## src/hw/lcd_pkg.sv

```systemverilog
// Shared constants and types of the line decoder and loss-of-signal monitor.
package lcd_pkg;

  // ----------------------------------------------------------------
  // Decoder window and zero-run limits
  // ----------------------------------------------------------------
  localparam int         LCD_WIN_DEPTH     = 8;
  localparam logic [6:0] LCD_EXZ_AMI_ANSI  = 7'h0F;
  localparam logic [6:0] LCD_EXZ_AMI_FCC   = 7'h50;
  localparam logic [6:0] LCD_EXZ_B8ZS      = 7'h07;
  localparam logic [6:0] LCD_EXZ_HDB3      = 7'h03;
  localparam logic [6:0] LCD_ZRUN_MAX      = 7'h7F;
  localparam logic [1:0] LCD_COUNT_ON      = 2'h1;
  localparam logic [7:0] LCD_COUNT_RESET   = 8'h00;

  // ----------------------------------------------------------------
  // Loss-of-signal limits, in bit intervals
  // ----------------------------------------------------------------
  localparam logic [11:0] LCD_LOS_T1_SHORT = 12'h0AF;
  localparam logic [11:0] LCD_LOS_T1_LONG  = 12'h608;
  localparam logic [11:0] LCD_LOS_E1_SHORT = 12'h020;
  localparam logic [11:0] LCD_LOS_E1_LONG  = 12'h800;
  localparam logic [11:0] LCD_LOS_RUN_MAX  = 12'hFFF;
  localparam logic [7:0]  LCD_WIN_T1       = 8'h80;
  localparam logic [7:0]  LCD_WIN_E1       = 8'h20;
  localparam logic [7:0]  LCD_MARKS_T1     = 8'h10;
  localparam logic [7:0]  LCD_MARKS_E1     = 8'h04;
  localparam logic [7:0]  LCD_ZLIM_T1      = 8'h64;
  localparam logic [7:0]  LCD_ZLIM_E1      = 8'h10;

  // ----------------------------------------------------------------
  // Types
  // ----------------------------------------------------------------
  typedef enum logic [1:0] {
    LCD_AMI  = 2'b00,
    LCD_B8ZS = 2'b01,
    LCD_HDB3 = 2'b10
  } lcd_code_t;

  typedef enum logic [0:0] {
    LCD_LOS_IDLE = 1'b0,
    LCD_LOS_LOST = 1'b1
  } lcd_los_state_t;

  typedef struct packed {
    logic mark;
    logic pol;
    logic viol;
  } lcd_sym_t;

  typedef struct packed {
    logic count_overflow;
    logic violation;
    logic zero_run;
    logic signal_loss;
  } lcd_flags_t;

endpackage

```

## src/hw/lcd_los_monitor.sv

```systemverilog
// Loss-of-signal declare and clear monitor working per received bit.
`timescale 1ns/10ps
module lcd_los_monitor
  import lcd_pkg::*;
(
  input  wire logic clock_i,
  input  wire logic rst_n_i,
  input  wire logic bit_en_i,
  input  wire logic e1_mode_i,
  input  wire logic criteria_i,
  input  wire logic amp_low_i,
  input  wire logic amp_ok_i,
  input  wire logic mark_i,
  output logic      los_o
);

  lcd_los_state_t state_reg;
  logic [11:0]    low_run_reg;
  logic [7:0]     win_cnt_reg;
  logic [7:0]     marks_reg;
  logic [7:0]     zrun_reg;
  logic           win_ok_reg;
  logic [11:0]    low_run_next;
  logic [11:0]    declare_lim;
  logic [7:0]     win_len;
  logic [7:0]     mark_lim;
  logic [7:0]     zero_lim;
  logic [7:0]     marks_next;
  logic [7:0]     zrun_next;
  logic           ok_next;

  // ----------------------------------------------------------------
  // Limits and per-bit arithmetic
  // ----------------------------------------------------------------
  always_comb begin
    if (e1_mode_i) begin
      declare_lim = criteria_i ? LCD_LOS_E1_LONG : LCD_LOS_E1_SHORT;
      win_len     = LCD_WIN_E1;
      mark_lim    = LCD_MARKS_E1;
      zero_lim    = LCD_ZLIM_E1;
    end else begin
      declare_lim = criteria_i ? LCD_LOS_T1_LONG : LCD_LOS_T1_SHORT;
      win_len     = LCD_WIN_T1;
      mark_lim    = LCD_MARKS_T1;
      zero_lim    = LCD_ZLIM_T1;
    end
    if (!amp_low_i) begin
      low_run_next = 12'h000;
    end else if (low_run_reg == LCD_LOS_RUN_MAX) begin
      low_run_next = low_run_reg;
    end else begin
      low_run_next = low_run_reg + 12'h001;
    end
    marks_next = mark_i ? marks_reg + 8'h01 : marks_reg;
    zrun_next  = mark_i ? 8'h00 : zrun_reg + 8'h01;
    ok_next    = win_ok_reg && amp_ok_i && (zrun_next < zero_lim);
  end

  // ----------------------------------------------------------------
  // Declare and clear
  // ----------------------------------------------------------------
  always_ff @(posedge clock_i) begin
    if (!rst_n_i) begin
      state_reg   <= LCD_LOS_IDLE;
      low_run_reg <= 12'h000;
      win_cnt_reg <= 8'h00;
      marks_reg   <= 8'h00;
      zrun_reg    <= 8'h00;
      win_ok_reg  <= 1'b1;
    end else if (bit_en_i) begin
      low_run_reg <= low_run_next;
      case (state_reg)
        LCD_LOS_IDLE: begin
          win_cnt_reg <= 8'h00;
          marks_reg   <= 8'h00;
          zrun_reg    <= 8'h00;
          win_ok_reg  <= 1'b1;
          if (low_run_next >= declare_lim) begin
            state_reg <= LCD_LOS_LOST;
          end
        end
        LCD_LOS_LOST: begin
          if (win_cnt_reg == win_len - 8'h01) begin
            win_cnt_reg <= 8'h00;
            marks_reg   <= 8'h00;
            zrun_reg    <= 8'h00;
            win_ok_reg  <= 1'b1;
            if (ok_next && (marks_next >= mark_lim)) begin
              state_reg <= LCD_LOS_IDLE;
            end
          end else begin
            win_cnt_reg <= win_cnt_reg + 8'h01;
            marks_reg   <= marks_next;
            zrun_reg    <= zrun_next;
            win_ok_reg  <= ok_next;
          end
        end
        default: begin
          state_reg <= LCD_LOS_IDLE;
        end
      endcase
    end
  end

  assign los_o = (state_reg == LCD_LOS_LOST);

endmodule

```

## src/hw/lcd_line_decoder.sv

```systemverilog
// Line code decoder with violation, zero-run and loss-of-signal reporting.
`timescale 1ns/10ps
module lcd_line_decoder
  import lcd_pkg::*;
#(
  parameter int COUNT_WIDTH = 16
)
(
  input  wire logic                   clock_i,
  input  wire logic                   rst_n_i,
  input  wire logic                   bit_en_i,
  input  wire logic                   rx_pos_i,
  input  wire logic                   rx_neg_i,
  input  wire logic                   e1_mode_i,
  input  wire logic                   line_code_select_i,
  input  wire logic                   zero_limit_standard_select_i,
  input  wire logic [1:0]             error_count_select_i,
  input  wire logic                   report_mode_select_i,
  input  wire logic                   count_transfer_request_i,
  input  wire logic                   second_tick_i,
  input  wire logic                   signal_loss_criteria_select_i,
  input  wire logic                   signal_loss_edge_select_i,
  input  wire logic                   all_ones_insert_i,
  input  wire logic                   amp_low_i,
  input  wire logic                   amp_ok_i,
  input  wire lcd_flags_t             irq_enable_i,
  input  wire lcd_flags_t             status_clear_i,
  output logic                        data_o,
  output logic                        data_valid_o,
  output logic                        bpv_event_o,
  output logic                        cv_event_o,
  output logic                        exz_event_o,
  output logic [COUNT_WIDTH/2-1:0]    count_low_o,
  output logic [COUNT_WIDTH/2-1:0]    count_high_o,
  output lcd_flags_t                  status_o,
  output logic                        signal_loss_state_o,
  output logic                        irq_o
);

  // ----------------------------------------------------------------
  // Helpers
  // ----------------------------------------------------------------
  function automatic logic [6:0] sat_inc(input logic [6:0] value);
    sat_inc = (value == LCD_ZRUN_MAX) ? value : value + 7'h01;
  endfunction

  function automatic logic is_mark(input lcd_sym_t sym);
    is_mark = sym.mark;
  endfunction

  function automatic logic is_viol(input lcd_sym_t sym);
    is_viol = sym.mark && sym.viol;
  endfunction

  // ----------------------------------------------------------------
  // Declarations
  // ----------------------------------------------------------------
  lcd_sym_t                    win_reg [LCD_WIN_DEPTH];
  lcd_sym_t                    win_next [LCD_WIN_DEPTH];
  lcd_sym_t                    sym_in;
  lcd_sym_t                    sym_out;
  lcd_code_t                   code;
  logic                        last_pol_reg;
  logic                        hdb_viol_reg;
  logic [6:0]                  zrun_reg;
  logic [6:0]                  zrun_next;
  logic [6:0]                  exz_limit;
  logic [COUNT_WIDTH-1:0]      count_reg;
  logic                        trf_prev_reg;
  logic                        los_prev_reg;
  logic                        los_w;
  logic                        b8zs_hit;
  logic                        hdb3_hit;
  logic                        bpv_now;
  logic                        cv_now;
  logic                        exz_now;
  logic                        copy_now;
  logic                        count_ev;
  logic                        ovf_now;
  logic                        los_edge;
  lcd_flags_t                  set_now;
  lcd_flags_t                  status_next;

  // ----------------------------------------------------------------
  // Symbol capture and code selection
  // ----------------------------------------------------------------
  always_comb begin
    sym_in.mark = rx_pos_i || rx_neg_i;
    sym_in.pol  = rx_pos_i;
    sym_in.viol = sym_in.mark && (rx_pos_i == last_pol_reg);
    if (!line_code_select_i) begin
      code = LCD_AMI;
    end else if (e1_mode_i) begin
      code = LCD_HDB3;
    end else begin
      code = LCD_B8ZS;
    end
    sym_out = win_reg[LCD_WIN_DEPTH-1];
  end

  // ----------------------------------------------------------------
  // Substitution recognition
  // ----------------------------------------------------------------
  always_comb begin
    win_next[0] = sym_in;
    for (int i = 1; i < LCD_WIN_DEPTH; i++) begin
      win_next[i] = win_reg[i-1];
    end
    b8zs_hit = !is_mark(win_next[7]) && !is_mark(win_next[6]) && !is_mark(win_next[5])
               && is_viol(win_next[4])
               && win_next[3].mark && !win_next[3].viol
               && (win_next[3].pol != win_next[4].pol)
               && !is_mark(win_next[2])
               && is_viol(win_next[1])
               && (win_next[1].pol == win_next[3].pol)
               && win_next[0].mark && !win_next[0].viol
               && (win_next[0].pol == win_next[4].pol);
    hdb3_hit = is_viol(win_next[0])
               && !is_mark(win_next[1]) && !is_mark(win_next[2])
               && (!is_mark(win_next[3])
                   || (!win_next[3].viol && (win_next[3].pol == win_next[0].pol)));
    if ((code == LCD_B8ZS) && b8zs_hit) begin
      for (int i = 0; i < LCD_WIN_DEPTH; i++) begin
        win_next[i] = '0;
      end
    end else if ((code == LCD_HDB3) && hdb3_hit) begin
      for (int i = 0; i < 4; i++) begin
        win_next[i] = '0;
      end
    end
  end

  // ----------------------------------------------------------------
  // Error detection
  // ----------------------------------------------------------------
  always_comb begin
    case (code)
      LCD_AMI: begin
        if (zero_limit_standard_select_i) begin
          exz_limit = LCD_EXZ_AMI_FCC;
        end else begin
          exz_limit = LCD_EXZ_AMI_ANSI;
        end
      end
      LCD_B8ZS: begin
        exz_limit = LCD_EXZ_B8ZS;
      end
      LCD_HDB3: begin
        exz_limit = LCD_EXZ_HDB3;
      end
      default: begin
        exz_limit = LCD_EXZ_AMI_ANSI;
      end
    endcase
    if (sym_in.mark) begin
      zrun_next = 7'h00;
    end else begin
      zrun_next = sat_inc(zrun_reg);
    end
    bpv_now   = bit_en_i && (code == LCD_AMI) && sym_in.viol;
    cv_now    = 1'b0;
    if (bit_en_i && is_viol(sym_out)) begin
      if (code == LCD_B8ZS) begin
        cv_now = 1'b1;
      end else if (code == LCD_HDB3) begin
        cv_now = hdb_viol_reg;
      end
    end
    exz_now = bit_en_i && !sym_in.mark && (zrun_next == exz_limit + 7'h01);
  end

  // ----------------------------------------------------------------
  // Decoder state
  // ----------------------------------------------------------------
  always_ff @(posedge clock_i) begin
    if (!rst_n_i) begin
      for (int i = 0; i < LCD_WIN_DEPTH; i++) begin
        win_reg[i] <= '0;
      end
      last_pol_reg <= 1'b0;
      hdb_viol_reg <= 1'b0;
      zrun_reg     <= 7'h00;
    end else if (bit_en_i) begin
      for (int i = 0; i < LCD_WIN_DEPTH; i++) begin
        win_reg[i] <= win_next[i];
      end
      if (sym_in.mark) begin
        last_pol_reg <= sym_in.pol;
      end
      if (sym_out.mark) begin
        hdb_viol_reg <= sym_out.viol;
      end
      zrun_reg <= zrun_next;
    end
  end

  // ----------------------------------------------------------------
  // Decoded data and event pulses
  // ----------------------------------------------------------------
  always_ff @(posedge clock_i) begin
    if (!rst_n_i) begin
      data_o       <= 1'b0;
      data_valid_o <= 1'b0;
      bpv_event_o  <= 1'b0;
      cv_event_o   <= 1'b0;
      exz_event_o  <= 1'b0;
    end else begin
      data_valid_o <= bit_en_i;
      bpv_event_o  <= bpv_now;
      cv_event_o   <= cv_now;
      exz_event_o  <= exz_now;
      if (bit_en_i) begin
        data_o <= sym_out.mark || (los_w && all_ones_insert_i);
      end
    end
  end

  // ----------------------------------------------------------------
  // Zero-run error counter
  // ----------------------------------------------------------------
  always_comb begin
    count_ev = exz_now && (error_count_select_i == LCD_COUNT_ON);
    if (report_mode_select_i) begin
      copy_now = second_tick_i;
    end else begin
      copy_now = count_transfer_request_i && !trf_prev_reg;
    end
    ovf_now  = count_ev && !copy_now && (&count_reg);
  end

  always_ff @(posedge clock_i) begin
    if (!rst_n_i) begin
      trf_prev_reg <= 1'b0;
    end else begin
      trf_prev_reg <= count_transfer_request_i;
    end
  end

  always_ff @(posedge clock_i) begin
    if (!rst_n_i) begin
      count_low_o  <= LCD_COUNT_RESET;
      count_high_o <= LCD_COUNT_RESET;
    end else if (copy_now) begin
      count_low_o  <= count_reg[COUNT_WIDTH/2-1:0];
      count_high_o <= count_reg[COUNT_WIDTH-1:COUNT_WIDTH/2];
    end
  end

  always_ff @(posedge clock_i) begin
    if (!rst_n_i) begin
      count_reg <= '0;
    end else if (copy_now) begin
      count_reg <= {{(COUNT_WIDTH-1){1'b0}}, count_ev};
    end else if (count_ev) begin
      count_reg <= count_reg + {{(COUNT_WIDTH-1){1'b0}}, 1'b1};
    end
  end

  // ----------------------------------------------------------------
  // Loss of signal
  // ----------------------------------------------------------------
  lcd_los_monitor i_lcd_los_monitor (
    .clock_i    (clock_i),
    .rst_n_i    (rst_n_i),
    .bit_en_i   (bit_en_i),
    .e1_mode_i  (e1_mode_i),
    .criteria_i (signal_loss_criteria_select_i),
    .amp_low_i  (amp_low_i),
    .amp_ok_i   (amp_ok_i),
    .mark_i     (sym_in.mark),
    .los_o      (los_w)
  );

  assign signal_loss_state_o = los_w;

  always_ff @(posedge clock_i) begin
    if (!rst_n_i) begin
      los_prev_reg <= 1'b0;
    end else begin
      los_prev_reg <= los_w;
    end
  end

  always_comb begin
    if (signal_loss_edge_select_i) begin
      los_edge = (los_w != los_prev_reg);
    end else begin
      los_edge = los_w && !los_prev_reg;
    end
  end

  // ----------------------------------------------------------------
  // Status and interrupt
  // ----------------------------------------------------------------
  always_comb begin
    set_now.count_overflow = ovf_now;
    set_now.violation      = bpv_now || cv_now;
    set_now.zero_run       = exz_now;
    set_now.signal_loss    = los_edge;
    status_next = set_now | (status_o & ~status_clear_i);
  end

  always_ff @(posedge clock_i) begin
    if (!rst_n_i) begin
      status_o <= '0;
    end else begin
      status_o <= status_next;
    end
  end

  always_ff @(posedge clock_i) begin
    if (!rst_n_i) begin
      irq_o <= 1'b0;
    end else begin
      irq_o <= |(status_next & irq_enable_i);
    end
  end

endmodule

```

## config.mk

```make
export PLATFORM = sky130hd
export DESIGN_NAME = lcd_line_decoder
export DESIGN_NICKNAME = d
export VERILOG_FILES = /design/src/hw/lcd_pkg.sv /design/src/hw/lcd_los_monitor.sv /design/src/hw/lcd_line_decoder.sv
export SDC_FILE = /design/constraint.sdc
export NUM_CORES = 1
export LEC_CHECK = 0
export BUFFER_PORTS_ARGS = -buffer_cell sky130_fd_sc_hd__buf_2
export CORE_ASPECT_RATIO = 1.75
export CORE_MARGIN = 2
export CORE_UTILIZATION = 50
export CTS_CLUSTER_DIAMETER = 100
export CTS_CLUSTER_SIZE = 40
export DETAILED_ROUTE_END_ITERATION = 8
export PLACE_DENSITY = 0.71
export SETUP_SLACK_MARGIN = 0.05
export SLEW_MARGIN = 20
export SYNTH_ARGS = -nofsm -noshare
export SYNTH_HDL_FRONTEND = slang
export SYNTH_HIERARCHICAL = 1
export SYNTH_SLANG_ARGS = --single-unit
export TNS_END_PERCENT = 10
```

## constraint.sdc

```tcl
create_clock -name clock_i -period 3.65 [get_ports clock_i]
set_input_delay 0.73 -clock clock_i [delete_from_list [all_inputs] [get_ports clock_i]]
set_output_delay 0.73 -clock clock_i [all_outputs]
set_load 0.02 [all_outputs]
```

* Word-level counts from Yosys, hierarchy flattened *
Memories as Yosys holds them, arrays and structs flattened.
Index checks and enable logic that the tools add are counted.

word-level totals
  register bits after elaboration = 91
  bits in latches = 0
  RAM bits = 24
  bits in read-only memories = 0
  input port bits = 26
  output and inout bits = 27
  word-level logic and storage cells = 174
  memories kept = 1

cells by class
  add/subtract/negate cells = 8
  multipliers = 0
  divide/modulo/power cells = 0
  $lt $le $gt $ge = 3
  equal/unequal tests = 13
  shift operators = 0
  multiplexer cells = 50
  bitwise operators = 14
  reduce and logical (&&, ||, !) cells = 60

memories
  name     words  width  rd ports  clocked after memory_dff  write ports  line                    RTL
  win_reg  8      3      8         0                         8            lcd_line_decoder.sv:58  lcd_sym_t win_reg [LCD_WIN_DEPTH];

operator list
  kind                     number
  $mux W12                 7
  $mux W8                  6
  $pmux W8 S2              3
  $logic_and A1 B1 Y1      37
  $mux W7                  4
  $add A8 B1 Y8 const B    3
  $mux W3                  8
  $pmux W7 S3              1
  $add A16 B1 Y16 const B  1
  $reduce_and A16 Y1       1
  $mux W1                  15
  $add A7 B1 Y7 const B    2
  $add A12 B1 Y12 const B  1
  $eq A12 B12 Y1 const B   1
  $ge A12 B12 Y1           1
  $logic_not A1 Y1         12
  $mux W11                 1
  $and A4 B4 Y4            2
  $eq A8 B8 Y1             1
  $ge A8 B5 Y1             1
  $lt A8 B7 Y1             1
  $or A1 B1 Y1             8
  $sub A8 B1 Y8 const B    1
  $eq A7 B7 Y1             1
  17 further kinds         29

* Depth between registers and ports, before layout *
Gate-level depths: netlist of run 1.
An unclocked memory read counts as a cell.

  word-level depth = 17
  depth in mapped cells = 12
  gate-level depth less buffers = 12

* Cells and area by module *
Netlist of run 1, hierarchy kept.

by module, submodules not included
  module            times used  cells each  area an instance (µm²)  seq. area each (µm²)
  lcd_line_decoder  1           382         3,475.8                 1,661.6
  lcd_los_monitor   1           324         2,531.2                 760.7

* Least setup slack after synthesis of run 1 *
Ideal clock, no wire load.

  kind = in2reg
  start point = in line_code_select_i
  end point = reg count_reg[14]
  library setup time = 0.071 ns
  arrival = 2.999 ns
  data required time = 3.579 ns
  path slack = 0.580 ns
  stages on the path = 11
  path buffers = 2
  cell sequence = clkbuf_1 nand2_1 inv_1 nor2_1 ha_1 xnor2_1 inv_1 or4_1 buf_2 or4_1 a21oi_1

on the way
  cells in the longest elaborated chain, start to end = 7
  elaborated cells between the ends (all ways) = 9

RTL lines
  item                                        line                     RTL
  start, declared                             lcd_line_decoder.sv:15   input wire logic line_code_select_i,
  $mux W2 *                                   lcd_line_decoder.sv:91   if (!line_code_select_i) begin
  $eq A2 B2 Y1, or another cell as far along  lcd_line_decoder.sv:137  case (code)
  $pmux W7 S3 *                               lcd_line_decoder.sv:137
  $add A7 B1 Y7 *                             lcd_line_decoder.sv:169  exz_now = bit_en_i && !sym_in.mark && (zrun_next == exz_limit + 7'h01);
  $eq A7 B7 Y1 *                              lcd_line_decoder.sv:169
  $logic_and A1 B1 Y1 *                       lcd_line_decoder.sv:169
  $logic_and A1 B1 Y1 *                       lcd_line_decoder.sv:222  count_ev = exz_now && (error_count_select_i == LCD_COUNT_ON);
  end signal, assigned                        lcd_line_decoder.sv:253  count_reg <= {{(COUNT_WIDTH-1){1'b0}}, count_ev};
  end signal, assigned                        lcd_line_decoder.sv:255  count_reg <= count_reg + {{(COUNT_WIDTH-1){1'b0}}, 1'b1};
  end, declared                               lcd_line_decoder.sv:68   logic [COUNT_WIDTH-1:0] count_reg;

Every way passes the cells marked *; elsewhere a longest branch is shown, timed or not.
A chain may end at the register's enable or synchronous reset.

==> metrics.md, run 1 <==
| Metric | Value |
|---|---|
| # IOs | `53` |
| Met2 Usage GRT | `40.23%` |
| Slew margin rel. | `between 20% and 30%` |
| Clock buffers created by TritonCTS | `9` |
| Clock period minus worst slack | `roughly 3.4 ns` |
| Fill cell count | `about 1100` |
| GRT Max-Usage Layer | `met2` |
| Post-route ant nets | `0` |
| Area of the multi-input gates | `0.003261 mm²` |
| Leak pwr | `~2.6 nW` |
| Vias in the first global route | `approximately 5000` |
| Netlist cell types | `70` |
| Seq. cell area | `0.002422 mm²` |
| Syn_nets | `approximately 750` |
| # clock sinks | `roughly 110` |
| Post-Syn Instances | `706` |
| Mapped Area | `around 0.006 mm²` |
| Crit-path max FO | `10` |
| Fmax | `approximately 300 MHz` |
| Largest net degree at the start of global routing | `43` |
| CTS H-tree lvls | `3` |
| Worst Hold Class | `register to register` |
| TritonCTS clock tree | `yes` |
| Critical Path AT | `3.64 ns` |
| Die height | `149 µm` |
| Peak supply drop | `0.2901 mV` |
| M1 GR Usage | `23.36%` |
| Setup WS pre-CTS | `0.2531 ns` |
| Total GRT Usage | `21.87%` |
| Avg WL per Cell | `approximately 16 µm` |
| Area growth syn-to-layout | `10.16%` |
| Top cell by count, worst path | `or4_1` |
| Via count | `about 5300` |
| Top cell type's share of synthesized area | `30.33%` |
| Largest stage delay on the critical path | `approximately 0.65 ns` |
| Worst setup SP type | `register` |
| Antenna cells | `0` |
| Input/output buffers | `52` |
| Final count of pins violating max slew | `0` |
| Endpoints failing setup | `0` |
| Setup_tns | `0 ns` |
| Clock power frac | `40.8%` |
| Post-route setup slack | `0.2729 ns` |
| Commonest non-fill, non-tap cell in the layout | `nor2_1` |
| Clk slew on worst S/H paths | `0.07 ns` |
| CP Capture Type | `register` |
| Flop pwr share | `52.0%` |
| Maxcap violations | `0` |
| Overall Power | `around 2.5 mW` |
| Slew @ Worst Pin | `1.052 ns` |
| Switching part of the total power | `22.90%` |
| Family with the most delay on the worst path | `simple AND/OR/NAND/NOR gates` |
| Met3 usage | `3.210%` |
| CP Cell Sequence | `ha_2, and4_4, nand3_2, a2111oi_4, nand4_4, or4_1, or4_1, a21oi_1` |
| Synth Flop Type | `dfxtp_1` |
| Grt total ovfl | `0` |
| Largest register FFs | `20` |
| Vias/cell | `between 6 and 7` |
| Sw Pwr | `0.5651 mW` |
| CP Class | `register to register` |
| Synth Warn # | `6` |
| Initial cell density of the core | `50.61%` |
| Internal | `1.903 mW` |
| Synth area leader | `dfxtp_1` |
| Avg Cell Area, Syn | `about 8.5 µm²` |
| Chip width | `between 80 and 90 µm` |
| Status | `complete, no violations` |
| Layout Skew | `between 0.004 and 0.005 ns` |
| Root Driver | `clkbuf_16` |
| Ys async rst share | `0%` |
| Initial antenna violation count | `0` |
| Core ar. | `0.01187 mm²` |
| Clock latency on the worst-skew pair | `0.34 ns` |
| Total die area | `0.01294 mm²` |
| Post-DP HPWL | `10.17 mm` |
| Layout cells sized above 1 | `12.87%` |
| First-pass DRT Iterations | `6` |
| Final net count | `789` |
| P per Cell Area | `372.9 mW/mm²` |
| Tcrit/Tclk final | `92.52%` |
| #FFs+latches synth | `~110` |
| Number of flops mapped to enable cells by yosys | `20` |
| Worst path slowest cell | `or4_1` |
| DR DRC count | `0` |
| Clock Tree Buf Depth | `2` |
| Routability Congestion | `approximately 0.85` |
| Sequential element share of the synthesized area | `40.32%` |
| WP data required | `3.91 ns` |
| Most frequent cells in the layout | `nor2_1, dfxtp_1, nand2_1, buf_2, a21oi_1` |
| DR iter-0 viols | `399` |
| Combinational Power Share | `roughly 7%` |
| CP bufs+invs | `0` |
| Fin. Hold Viols | `0` |
| Dominant cells by area after synthesis | `dfxtp_1, edfxtp_1, nor2_1` |
| Num rows | `53` |
| Unrepaired setup endpoints after global routing | `no` |
| Util after Layout | `roughly 56%` |
| Global-route wire length before repair | `22.91 mm` |
| Post-Route WL | `13.99 mm` |
-- final cells by class --
cell class	instances	area share [%]
multi-input combinational	523	49.27
tap	137	2.590
sequential	111	36.60
clock inverter	3	0.6428
inverter	35	1.985
timing repair buffer	61	4.954
clock buffer	13	3.952
-- synth_stat cells, drive strengths merged, types with 4 or more instances --
cell type / n
o211ai: 4
a22oi: 6
dfxtp: 91
a211oi: 5
and2: 20
inv: 35
and3: 7
xor2: 9
mux2i: 22
nor4: 7
nand2: 60
nand2b: 5
a311oi: 5
a21o: 4
a221oi: 4
nor3b: 7
and4: 7
xnor2: 12
or2: 4
nand4: 14
or3: 8
nor2: 97
a21oi: 51
a31oi: 7
nand3: 34
nor3: 23
edfxtp: 20
o31ai: 7
clkbuf: 22
o21ai: 26
a41oi: 5
or4: 10
nor2b: 4
ha: 22
buf: 15
-- logic make-up (layout without fill, tap and decap cells) --
kind of cell / after synthesis / after routing / synth area share (%)
mux: 22 / 22 / 3.666
buf+inv: 72 / 112 / 5.499
fa+ha+maj: 22 / 22 / 4.582
xor+xnor: 21 / 21 / 3.062
simple gates: 314 / 314 / 26.97
flops: 111 / 111 / 40.33
compound gates: 144 / 144 / 15.89
-- tightest hold or removal path, cell delays in order (launching register included) --
cell and delay, ns:
dfxtp_1 0.31, nand2_1 0.05, a21oi_1 0.06
-- path summary, 6_finish.rpt --
check | from | to | slack [ns] | cells after the start
worst max-delay path | zrun_reg[0] | count_reg[14] | 0.27 | 8
worst min-delay path | hdb_viol_reg | hdb_viol_reg | 0.47 | 2
worst max register to register | zrun_reg[0] | count_reg[14] | 0.27 | 8
worst min register to register | hdb_viol_reg | hdb_viol_reg | 0.47 | 2
-- power groups by stage --
stage / registers, mW / clock network [mW] / logic, mW
6_report: 1.28 / 1.01 / 0.179
5_1_grt: 1.28 / 1.08 / 0.197
4_1_cts: 1.28 / 1.03 / 0.179
3_5_place_dp: 1.31 / 0 / 0.179
3_3_place_gp: 1.31 / 0 / 0.174
2_1_floorplan: 1.31 / 0 / 0.118
-- what timing repair did --
action	CTS	global route
endpoints found under the hold margin	0	0
setup buffers	0	0
gates resized for setup	0	1
endpoints found under the setup margin	0	4
hold buffers	0	0
-- through the flow --
step | cells | hold WS [ns] | cell area, µm²
after floorplan | 706 | 0.4363 | 6007
after global placement | 867 | 0.4404 | 6311
after detailed placement | 867 | 0.4575 | 6311
after CTS | 883 | 0.4669 | 6615
after global routing | 883 | 0.5152 | 6618
final | 883 | 0.4679 | 6618
-- routing by layer --
metal / part of all wire [%] / wire (µm)
met5: 0 / 0
met4: 3.5 / 496
met3: 3.2 / 447
met2: 54 / 7621
met1: 39 / 5429
Note: power is estimated with default switching activity, not from simulation.
==> run 2, diff against run 1 <==
Settings changed: CELL_PAD_IN_SITES_DETAIL_PLACEMENT from default to 1, CELL_PAD_IN_SITES_GLOBAL_PLACEMENT from default to 2, CORE_UTILIZATION 50 to 37, PLACE_DENSITY 0.71 to 0.83, TNS_END_PERCENT 10 to 50.
==> metrics.md, run 2 (synthesis results as in run 1) <==
| Metric | Value |
|---|---|
| Status | `complete, no violations` |
| Clock power frac | `40.3%` |
| Initial cell density of the core | `37.84%` |
| Vias/cell | `5.718` |
| Top cell by count, worst path | `or4_1` |
| Initial antenna violation count | `0` |
| Num rows | `61` |
| Via count | `5346` |
| Final Non-Filler Cells | `935` |
| Worst path slowest cell | `or4_1` |
| Slew margin rel. | `43.03%` |
| Largest stage delay on the critical path | `0.66 ns` |
| P per Cell Area | `368.9 mW/mm²` |
| Fmax | `304.5 MHz` |
| Post-DP HPWL | `between 10 and 15 mm` |
| Maxcap violations | `0` |
| CP Capture Type | `register` |
| CP bufs+invs | `0` |
| Worst Hold Class | `register to register` |
| Input/output buffers | `52` |
| DP Cell Count | `919` |
| Global-route wire length before repair | `27.63 mm` |
| First-pass DRT Iterations | `4` |
| Setup Buffers After CTS | `0` |
| CP Class | `register to register` |
| Flop pwr share | `52.1%` |
| Slew @ Worst Pin | `between 0.8 and 0.9 ns` |
| Hold path depth | `2` |
| RR Endpoint | `count_reg[14]` |
| Tcrit/Tclk final | `approximately nine tenths` |
| Layout cells sized above 1 | `13.40%` |
| DR iter-0 viols | `about 100` |
| Root Driver | `clkbuf_16` |
| Final net count | `789` |
| Combinational Power Share | `7.5%` |
| Internal | `1.815 mW` |
| Reg-to-reg slack, setup | `between 0.3 and 0.4 ns` |
| Area growth syn-to-layout | `11.14%` |
| Endpoints failing setup | `0` |
| Peak supply drop | `0.2205 mV` |
| Largest register FFs | `20` |
| Core ar. | `0.01588 mm²` |
| Clock period minus worst slack | `3.284 ns` |
| Routability Congestion | `0.8115` |
| Die height | `172.6 µm` |
| Clk slew on worst S/H paths | `0.08 ns` |
| Switching part of the total power | `26.30%` |
| Leak pwr | `~2.6 nW` |
| Crit-path max FO | `10` |
| Worst setup SP type | `register` |
| TritonCTS clock tree | `yes` |
| Final count of pins violating max slew | `0` |
| Chip width | `100.3 µm` |
| Total die area | `0.01731 mm²` |
| Critical Path End | `count_reg[14]` |
| Antenna cells | `0` |
| Commonest non-fill, non-tap cell in the layout | `nor2_1` |
| Grt total ovfl | `0` |
| Critical Path Start | `zrun_reg[0]` |
| Crit Reg-Reg Startpoint | `zrun_reg[0]` |
| Vias in the first global route | `5600` |
| Hold-fix buffers, CTS | `0` |
| Levels on crit path | `8` |
| Setup_tns | `0 ns` |
| FF-to-FF path depth | `8` |
| Family with the most delay on the worst path | `simple AND/OR/NAND/NOR gates` |
| CP Cell Sequence | `ha_1, and4_4, nand3_2, a2111oi_4, nand4_4, or4_1, or4_1, a21oi_1` |
| Total GRT Usage | `a little under 20%` |
| Unrepaired setup endpoints after global routing | `no` |
| CTS H-tree lvls | `3` |
| Critical Path AT | `3.56 ns` |
| Fin. Hold Viols | `0` |
| # IOs | `53` |
| Post-route ant nets | `0` |
| Clock latency on the worst-skew pair | `0.36 ns` |
| DR DRC count | `0` |
| WP data required | `3.92 ns` |
| Fill cell count | `approximately 1900` |
| Post-Route WL | `between 15 and 20 mm` |
| CTS resizes | `0` |
| Clock buffers created by TritonCTS | `9` |
| Avg WL per Cell | `17.86 µm` |
| Sw Pwr | `approximately 0.65 mW` |
| Layout Skew | `approximately 0.011 ns` |
| WHS | `0.4931 ns` |
| Largest net degree at the start of global routing | `43` |
| Clock Tree Buf Depth | `2` |
| Most frequent cells in the layout | `nor2_1, dfxtp_1, nand2_1, buf_2, a21oi_1` |
| # clock sinks | `111` |
run 2: cell count changes in the layout (fill, tap and decap cells not counted), moves of 2 or more:
cell,change
clkbuf_1,-3
inv_6,+3
inv_1,-2
clkinv_8,+2
inv_2,+2
run 2: per-stage QoR:
stage                     cell area [µm²]  setup slack (ns)  utilization [%]  power (mW)
after floorplan                      6007            0.5800                -       1.429
after global placement               6376            0.3045            40.16       1.493
after detailed placement             6376            0.1769            40.16       1.500
after CTS                            6676            0.3723            42.06       2.502
after global routing                 6676            0.1898            42.06       2.578
final                                6676            0.3664            42.06       2.463
run 2: per-layer routing:
layer	vias to the layer above	global-route usage, %	wire (µm)
met5	-	0	0
met4	0	6.621	393
met3	25	2.870	337
met2	76	39.04	9679
met1	2639	20.35	6291
li1	2606	-	-
run 2: how the worst min path moves through the flow:
| stage | from | endpoint | slack (ns) |
|---|---|---|---|
| 5_1_grt | i_lcd_los_monitor/win_cnt_reg[1] | i_lcd_los_monitor/win_cnt_reg[1] | 0.53 |
| 4_1_cts | hdb_viol_reg | hdb_viol_reg | 0.49 |
| 3_3_place_gp | hdb_viol_reg | hdb_viol_reg | 0.44 |
| 6_report | count_high_o[2] | count_high_o[2] | 0.49 |
| 2_1_floorplan | hdb_viol_reg | hdb_viol_reg | 0.44 |
| 3_5_place_dp | hdb_viol_reg | hdb_viol_reg | 0.48 |
run 2: worst reg2reg max path: stages, from the launching register on:
cell,delay [ns]
dfxtp_1,0.51
ha_1,0.23
and4_4,0.31
nand3_2,0.14
a2111oi_4,0.47
nand4_4,0.19
or4_1,0.66
or4_1,0.54
a21oi_1,0.17
run 2: power groups by stage:
stage / logic [mW] / registers, mW / clock network, mW
floorplan: 0.118 / 1.31 / 0
global placement: 0.182 / 1.31 / 0
detailed placement: 0.187 / 1.31 / 0
CTS: 0.189 / 1.28 / 1.03
global route: 0.209 / 1.29 / 1.08
finish: 0.186 / 1.28 / 0.993
run 2: final cells by class:
class	instances	area [µm²]	share of cell area, %
timing repair buffer	61	327.8	4.910
multi-input combinational	523	3258	48.80
inverter	35	131.4	1.968
tap	189	236.5	3.542
clock inverter	7	75.07	1.124
clock buffer	9	225.2	3.373
sequential	111	2422	36.28
